## src/rtl/dse_pkg.sv

```systemverilog
// Constants, types and carriers for the decrement-and-skip execution unit
//
// Overview of operation
// - Subtract one from file; destination bit 0 writes W, 1 writes file back.
// - Skip-if-zero form skips the next instruction when the result is zero.
// - Skip-if-nonzero form skips the next instruction when the result is not zero.
// - A skip discards the prefetched word and runs one no-operation cycle instead.
// - Skipping a two-word instruction runs two no-operation cycles, three in total.
// - Access bit 0 addresses the operand through the fixed access bank.
// - Access bit 1 forms the address from bank select register and file field.
// - Access bit 0, extended set on and file at most 95: indexed literal offset.
package dse_pkg;

    localparam int          DATA_W        = 8;
    localparam int          BANK_W        = 4;
    localparam int          ADDR_W        = 12;

    // Opcode fields
    localparam logic [5:0]  OPC_SKIP_ZERO = 6'h0b;
    localparam logic [5:0]  OPC_SKIP_NZ   = 6'h13;

    // Addressing
    localparam logic [7:0]  ACC_LOW_MAX   = 8'h5f;
    localparam logic [3:0]  ACC_HIGH_BANK = 4'hf;
    localparam logic [3:0]  ACC_LOW_BANK  = 4'h0;

    // Quarter phases of one instruction cycle
    localparam logic [1:0]  PH_Q1         = 2'h0;
    localparam logic [1:0]  PH_Q2         = 2'h1;
    localparam logic [1:0]  PH_Q3         = 2'h2;
    localparam logic [1:0]  PH_Q4         = 2'h3;
    localparam logic [1:0]  PH_STEP       = 2'h1;
    localparam logic [7:0]  DEC_STEP      = 8'h01;
    localparam logic [7:0]  ZERO_BYTE     = 8'h00;

    typedef enum logic [2:0] {
        DSE_EXEC = 3'b001,
        DSE_NOP1 = 3'b010,
        DSE_NOP2 = 3'b100
    } dse_fsm_e;

    // One instruction word
    typedef struct packed {
        logic [5:0]        opcode;
        logic              dst;
        logic              acc;
        logic [7:0]        file;
    } dse_instr_s;

    // Data memory request
    typedef struct packed {
        logic              re;
        logic              we;
        logic [ADDR_W-1:0] addr;
        logic [DATA_W-1:0] wdata;
    } dse_dmem_s;

    // Whole state of the unit
    typedef struct packed {
        logic [1:0]        phase;
        dse_fsm_e          fsm;
        logic              act;
        logic              nz_kind;
        logic              dst;
        logic              two_word;
        logic [ADDR_W-1:0] addr;
        logic [DATA_W-1:0] data;
        logic [DATA_W-1:0] result;
        logic              mem_re;
        logic              mem_we;
        logic              w_we;
        logic              skip;
        logic              discard;
    } dse_state_s;

    localparam dse_state_s STATE_RST = '{
        phase: PH_Q1, fsm: DSE_EXEC, act: 1'b0, nz_kind: 1'b0, dst: 1'b0,
        two_word: 1'b0, addr: '0, data: '0, result: '0, mem_re: 1'b0,
        mem_we: 1'b0, w_we: 1'b0, skip: 1'b0, discard: 1'b0
    };

endpackage : dse_pkg

```

## src/rtl/dse_exec.sv

```systemverilog
// Execution unit for the decrement-and-skip instructions
`timescale 1ns/1ps
module dse_exec (
    // Clock, reset, enable
    input  wire logic                        clk_i,
    input  wire logic                        rst_i,
    input  wire logic                        en_i,
    // Instruction from the prefetch stage
    input  wire dse_pkg::dse_instr_s         instr_i,
    input  wire logic                        instr_valid_i,
    input  wire logic                        next_two_word_i,
    output logic                             instr_ready_o,
    // Addressing context
    input  wire logic [dse_pkg::BANK_W-1:0]  bank_select_register_i,
    input  wire logic                        ext_set_en_i,
    input  wire logic [dse_pkg::ADDR_W-1:0]  index_base_i,
    // Data memory
    output dse_pkg::dse_dmem_s               dmem_o,
    input  wire logic [dse_pkg::DATA_W-1:0]  dmem_rdata_i,
    // Working register
    output logic                             w_we_o,
    output logic [dse_pkg::DATA_W-1:0]       w_wdata_o,
    // Pipeline control
    output logic                             skip_o,
    output logic                             discard_o
);
    import dse_pkg::*;

    dse_state_s              st_q;
    dse_state_s              st_d;
    logic                    accept;
    logic                    match;
    logic                    skip_cond;
    logic [ADDR_W-1:0]       ea;

    assign instr_ready_o = (st_q.phase == PH_Q1) && (st_q.fsm == DSE_EXEC);
    assign accept        = instr_ready_o && instr_valid_i;
    assign match         = (instr_i.opcode == OPC_SKIP_ZERO) ||
                           (instr_i.opcode == OPC_SKIP_NZ);
    // Skip test sits on the stored result so it matches what was written
    assign skip_cond     = st_q.nz_kind ? (st_q.result != ZERO_BYTE)
                                        : (st_q.result == ZERO_BYTE);

    // Operand address; the indexed case wins over the plain access bank
    always_comb begin
        if (instr_i.acc) begin
            ea = {bank_select_register_i, instr_i.file};
        end else if (ext_set_en_i && (instr_i.file <= ACC_LOW_MAX)) begin
            ea = index_base_i + {ACC_LOW_BANK, instr_i.file};
        end else if (instr_i.file <= ACC_LOW_MAX) begin
            ea = {ACC_LOW_BANK, instr_i.file};
        end else begin
            ea = {ACC_HIGH_BANK, instr_i.file};
        end
    end

    always_comb begin
        st_d        = st_q;
        st_d.phase  = st_q.phase + PH_STEP;
        st_d.mem_re = 1'b0;
        st_d.mem_we = 1'b0;
        st_d.w_we   = 1'b0;
        st_d.skip   = 1'b0;
        case (st_q.phase)
            PH_Q1: begin
                // Decode; other opcodes are left to other units
                st_d.act     = accept && match;
                st_d.mem_re  = accept && match;
                // Operand context is kept until the next taken instruction
                if (accept && match) begin
                    st_d.nz_kind = (instr_i.opcode == OPC_SKIP_NZ);
                    st_d.dst     = instr_i.dst;
                    st_d.addr    = ea;
                end
            end
            PH_Q2: begin
                if (st_q.act) begin
                    st_d.data = dmem_rdata_i;
                end
            end
            PH_Q3: begin
                st_d.result = st_q.data - DEC_STEP;
                st_d.mem_we = st_q.act && st_q.dst;
                st_d.w_we   = st_q.act && !st_q.dst;
            end
            PH_Q4: begin
                st_d.act = 1'b0;
                case (st_q.fsm)
                    DSE_EXEC: begin
                        if (st_q.act && skip_cond) begin
                            st_d.fsm      = DSE_NOP1;
                            st_d.two_word = next_two_word_i;
                            st_d.skip     = 1'b1;
                        end else begin
                            st_d.fsm      = DSE_EXEC;
                            st_d.two_word = 1'b0;
                        end
                    end
                    DSE_NOP1: begin
                        // Second word of a skipped two-word instruction is eaten too
                        st_d.fsm = st_q.two_word ? DSE_NOP2 : DSE_EXEC;
                    end
                    DSE_NOP2: begin
                        st_d.fsm      = DSE_EXEC;
                        st_d.two_word = 1'b0;
                    end
                    default: begin
                        st_d.fsm = DSE_EXEC;
                    end
                endcase
                st_d.discard = (st_d.fsm != DSE_EXEC);
            end
            default: begin
                st_d.phase = PH_Q1;
            end
        endcase
    end

    always_ff @(posedge clk_i or posedge rst_i) begin
        if (rst_i) begin
            st_q <= STATE_RST;
        end else if (en_i) begin
            st_q <= st_d;
        end
    end

    // No status flags are touched here; only the destination is written
    // One driver for the whole carrier keeps strict tools content
    assign dmem_o       = '{
        re:    st_q.mem_re,
        we:    st_q.mem_we,
        addr:  st_q.addr,
        wdata: st_q.result
    };
    assign w_we_o       = st_q.w_we;
    assign w_wdata_o    = st_q.result;
    assign skip_o       = st_q.skip;
    assign discard_o    = st_q.discard;
endmodule : dse_exec

```

## config.mk

```make
export PLATFORM = sky130hd
export DESIGN_NAME = dse_exec
export DESIGN_NICKNAME = d
export VERILOG_FILES = /design/src/rtl/dse_pkg.sv /design/src/rtl/dse_exec.sv
export SDC_FILE = /design/constraint.sdc
export NUM_CORES = 1
export LEC_CHECK = 0
export ABC_AREA = 1
export BUFFER_PORTS_ARGS = -buffer_cell sky130_fd_sc_hd__buf_2
export CAP_MARGIN = 20
export CORE_MARGIN = 1
export CORE_UTILIZATION = 48
export DETAILED_ROUTE_END_ITERATION = 10
export PLACE_DENSITY = 0.77
export SYNTH_ARGS = -nofsm -noshare
export SYNTH_HDL_FRONTEND = slang
export SYNTH_SLANG_ARGS = --single-unit
export TNS_END_PERCENT = 1
```

## constraint.sdc

```tcl
create_clock -name clk_i -period 1.3 [get_ports clk_i]
set_input_delay 0.26 -clock clk_i [delete_from_list [all_inputs] [get_ports clk_i]]
set_output_delay 0.26 -clock clk_i [all_outputs]
set_load 0.02 [all_outputs]
```

==> results_dict.tcl <==
set metrics [dict create \
    die_w_um 79.25 \
    p_sw_share_pct 35.09 \
    avgSynthCellArea_um2 7.762 \
    synth_seq_area_share_pct 36.74 \
    gp_congestion 0.8541 \
    p_switching_mw 1.561 \
    max_slew_margin_pct 77.98 \
    p_leak_nw 2.099 \
    setup_viol 26 \
    grt_util_all_layers_pct 21.27 \
    drv_cap 0 \
    clock_latency_ps 300 \
    crit_type "reg2out" \
    num_antenna_cells 0 \
    hold_violations 0 \
    syn-instance-count 369 \
    final_nets 531 \
    drt-initial-drc-count 84 \
    p_int_mw 2.888 \
    synth.distinct_cells 39 \
    finalWorstSetupSlack_ps -231.8 \
    wl_per_cell_um 12.19 \
    syn_area_um2 2864 \
    clkPwrFrac_pct 23.1 \
    vias 2619 \
    worst_setup_path_end_kind "output port" \
    grt_first_pass_wirelength_mm 10.28 \
    numCtsBuffers 5 \
    antenna_found_initial 0 \
    fin_skew_ps 8.056 \
    fin_util_pct 67.11 \
    syn_nets 429 \
    fin_crit_sh_pct 117.8 \
    combPwrFrac_pct 42.0 \
    cts_sinks 42 \
    share_seq_of_total_power_pct 35.0 \
    placementRows 27 \
    worst_ep_arrival_time_ps 1270 \
    wirelength_mm 6.630 \
    max_freq_mhz 652.8 \
    port_buffers 79 \
    worst_pin_slew_ps 327.7 \
    die_h_um 79.25 \
    crit_required_ps 1040 \
    h-tree-depth 2 \
    clk_pin_slew_worst_paths_ps 80 \
    cts_tree "done" \
    start_util_pct 50.77 \
    layout-drive-gt1-share_pct 41.74 \
    clock_tree.root_cell "clkbuf_8" \
    synth_seq_cells 42 \
    period_needed_ps 1532 \
    irDropWorstVdd_v 0.0009379 \
    die-area_um2 6280 \
    post-place-ws_ps -427.3 \
    run_status "complete, but fails checks" \
    io_pins 80 \
    vias_per_cell 4.814 \
    cellPowerDensity_nw_per_um2 1175 \
    cp_max_fo 2 \
    cts_hold_buf 0 \
    dp_hpwl_mm 4.939 \
    violations "negative setup slack" \
    synthToLayoutAreaGrowth_pct 32.20 \
    yosys_warnings 0 \
    start_kind "flop" \
    drc 0 \
    hold_path.class "in2async" \
    first_global_vias 2396 \
    postRouteAntennaNets 0 \
    num-fill-cells 469 \
    grt_start_max_net_pins 43 \
    core_um2 5642 \
    clock_path_buffers 2 \
    finalPower_mw 4.449 \
    rsz0062_at_grt "yes" \
    grt-ovfl-total 0 \
    firstDrtPassIters 4 \
    finalMaxSlewViolations 0 \
]
critical path, stage by stage (launching register included):
cell     delay (ps)
dfrtp_1         400
inv_2            90
ha_4            120
inv_2            40
nor2_4          110
buf_6           110
buf_6           100
what timing repair did:
action                                  4_1_cts  5_1_grt
buffers inserted                              2        2
pin swaps                                     4        8
gates resized for setup                      22       34
endpoints found under the setup margin       28       37
cell families (layout without fill, tap and decap cells):
group                      Yosys count  after routing  synth area share (%)
adders and majority gates           14             14                 6.378
buffers and inverters               83            186                 15.20
AOI/OAI and AO/OA                   48             48                 10.57
and+or+nand+nor                    169            169                 26.87
xor gates and xnor gates            10             10                 3.058
DFF                                 42             42                 36.74
muxes                                3              3                 1.179
cell usage in the layout, fill, tap and decap left out, types with 3 or more instances in the layout:
cell	count
a21boi_2	5
a21oi_1	11
a31oi_1	5
buf_2	78
buf_4	43
buf_6	6
clkbuf_8	5
dfrtp_1	41
ha_1	8
ha_4	5
inv_1	38
inv_2	8
inv_4	3
nand2_1	83
nand2_2	4
nand3_1	15
nand3_4	3
nand4_1	6
nor2_1	28
nor2_2	11
nor2_4	3
o21ai_0	7
o21ai_1	10
or2_1	6
xnor2_1	3
xor2_1	7
Yosys cell counts:
library cell	number	area (µm²)
o211ai_1	1	7.510
nor2_4	3	33.78
xnor2_1	3	26.28
nand3_1	16	80.08
mux2_2	3	33.78
nand3b_1	1	7.510
clkbuf_1	1	3.750
inv_4	1	6.260
a21boi_2	5	56.30
nor2_1	37	138.9
fa_1	1	20.02
o21ai_1	3	15.01
nor3_1	2	10.01
or2_1	6	37.54
inv_1	44	165.2
a31oi_1	5	31.28
dfrtp_1	41	1026
nand3_4	1	17.52
buf_2	1	5.000
ha_1	13	162.7
o21ai_0	16	80.08
xor2_1	7	61.31
dfstp_2	1	26.28
buf_4	32	240.2
nand3_2	3	30.03
nand4_1	6	37.54
or2_2	2	12.51
o21bai_2	1	11.26
nand2_2	3	18.77
a21oi_2	1	8.760
o21a_1	1	7.510
a41oi_1	1	8.760
nor3_2	1	10.01
a2bb2oi_1	1	8.760
inv_2	4	15.01
a21oi_1	12	60.06
nand2_1	86	322.8
a21boi_0	1	7.510
nor2_2	2	12.51
power by group through the flow:
stage / combinational (mW) / clock [mW] / sequential, mW
global placement: 1.40 / 0 / 1.56
floorplan: 0.912 / 0 / 1.60
CTS: 1.57 / 1.05 / 1.55
detailed placement: 1.45 / 0 / 1.57
finish: 1.87 / 1.03 / 1.56
global route: 2.04 / 1.11 / 1.57
final cells by class:
class	instances	area (µm²)	area share [%]
Clock buffer	5	68.82	1.818
Clock inverter	3	40.04	1.058
Inverter	49	191.4	5.056
Multi-Input combinational cell	244	1528	40.35
Sequential cell	42	1052	27.79
Tap cell	72	90.09	2.379
Timing Repair Buffer	129	815.8	21.55
stage by stage:
stage               area [µm²]  std cells  TNS (ps)  hold WS (ps)
floorplan                 2879        369     -1472         381.0
global placement          3473        532     -2982         329.9
detailed placement        3473        532     -3682         334.4
CTS                       3662        542     -2032         5.886
global route              3786        544     -5474         16.97
finish                    3786        544     -2254         1.349
routing by layer:
metal,track usage (%),up-vias,wire [µm]
li1,-,1354,-
met1,24.55,1184,2810
met2,39.57,70,3459
met3,3.563,11,237
met4,6.727,0,123
met5,0,-,0
sequential cells by signal, summed over array words and instances, names as in the netlist:
signal	cells
dmem_o	14
skip_o	1
w_we_o	1
w_wdata_o	8
discard_o	1
st_q	17
worst paths after layout:
path	from	end	slack [ps]	cells after the start
max reg2reg	st_q[40]$_DFFE_PP0P_	dmem_o[18]$_DFFE_PP0P_	-180	9
max	st_q[40]$_DFFE_PP0P_	instr_ready_o	-230	6
min reg2reg	st_q[34]$_DFFE_PP0P_	w_we_o$_DFFE_PP0P_	460	1
max in group asynchronous	rst_i	st_q[37]$_DFFE_PP1P_	1040	3
min in group clk_i	instr_i[9]	st_q[34]$_DFFE_PP0P_	200	3
min	rst_i	dmem_o[10]$_DFFE_PP0P_	1	3
No activity file was read; power rests on OpenSTA's default activity.
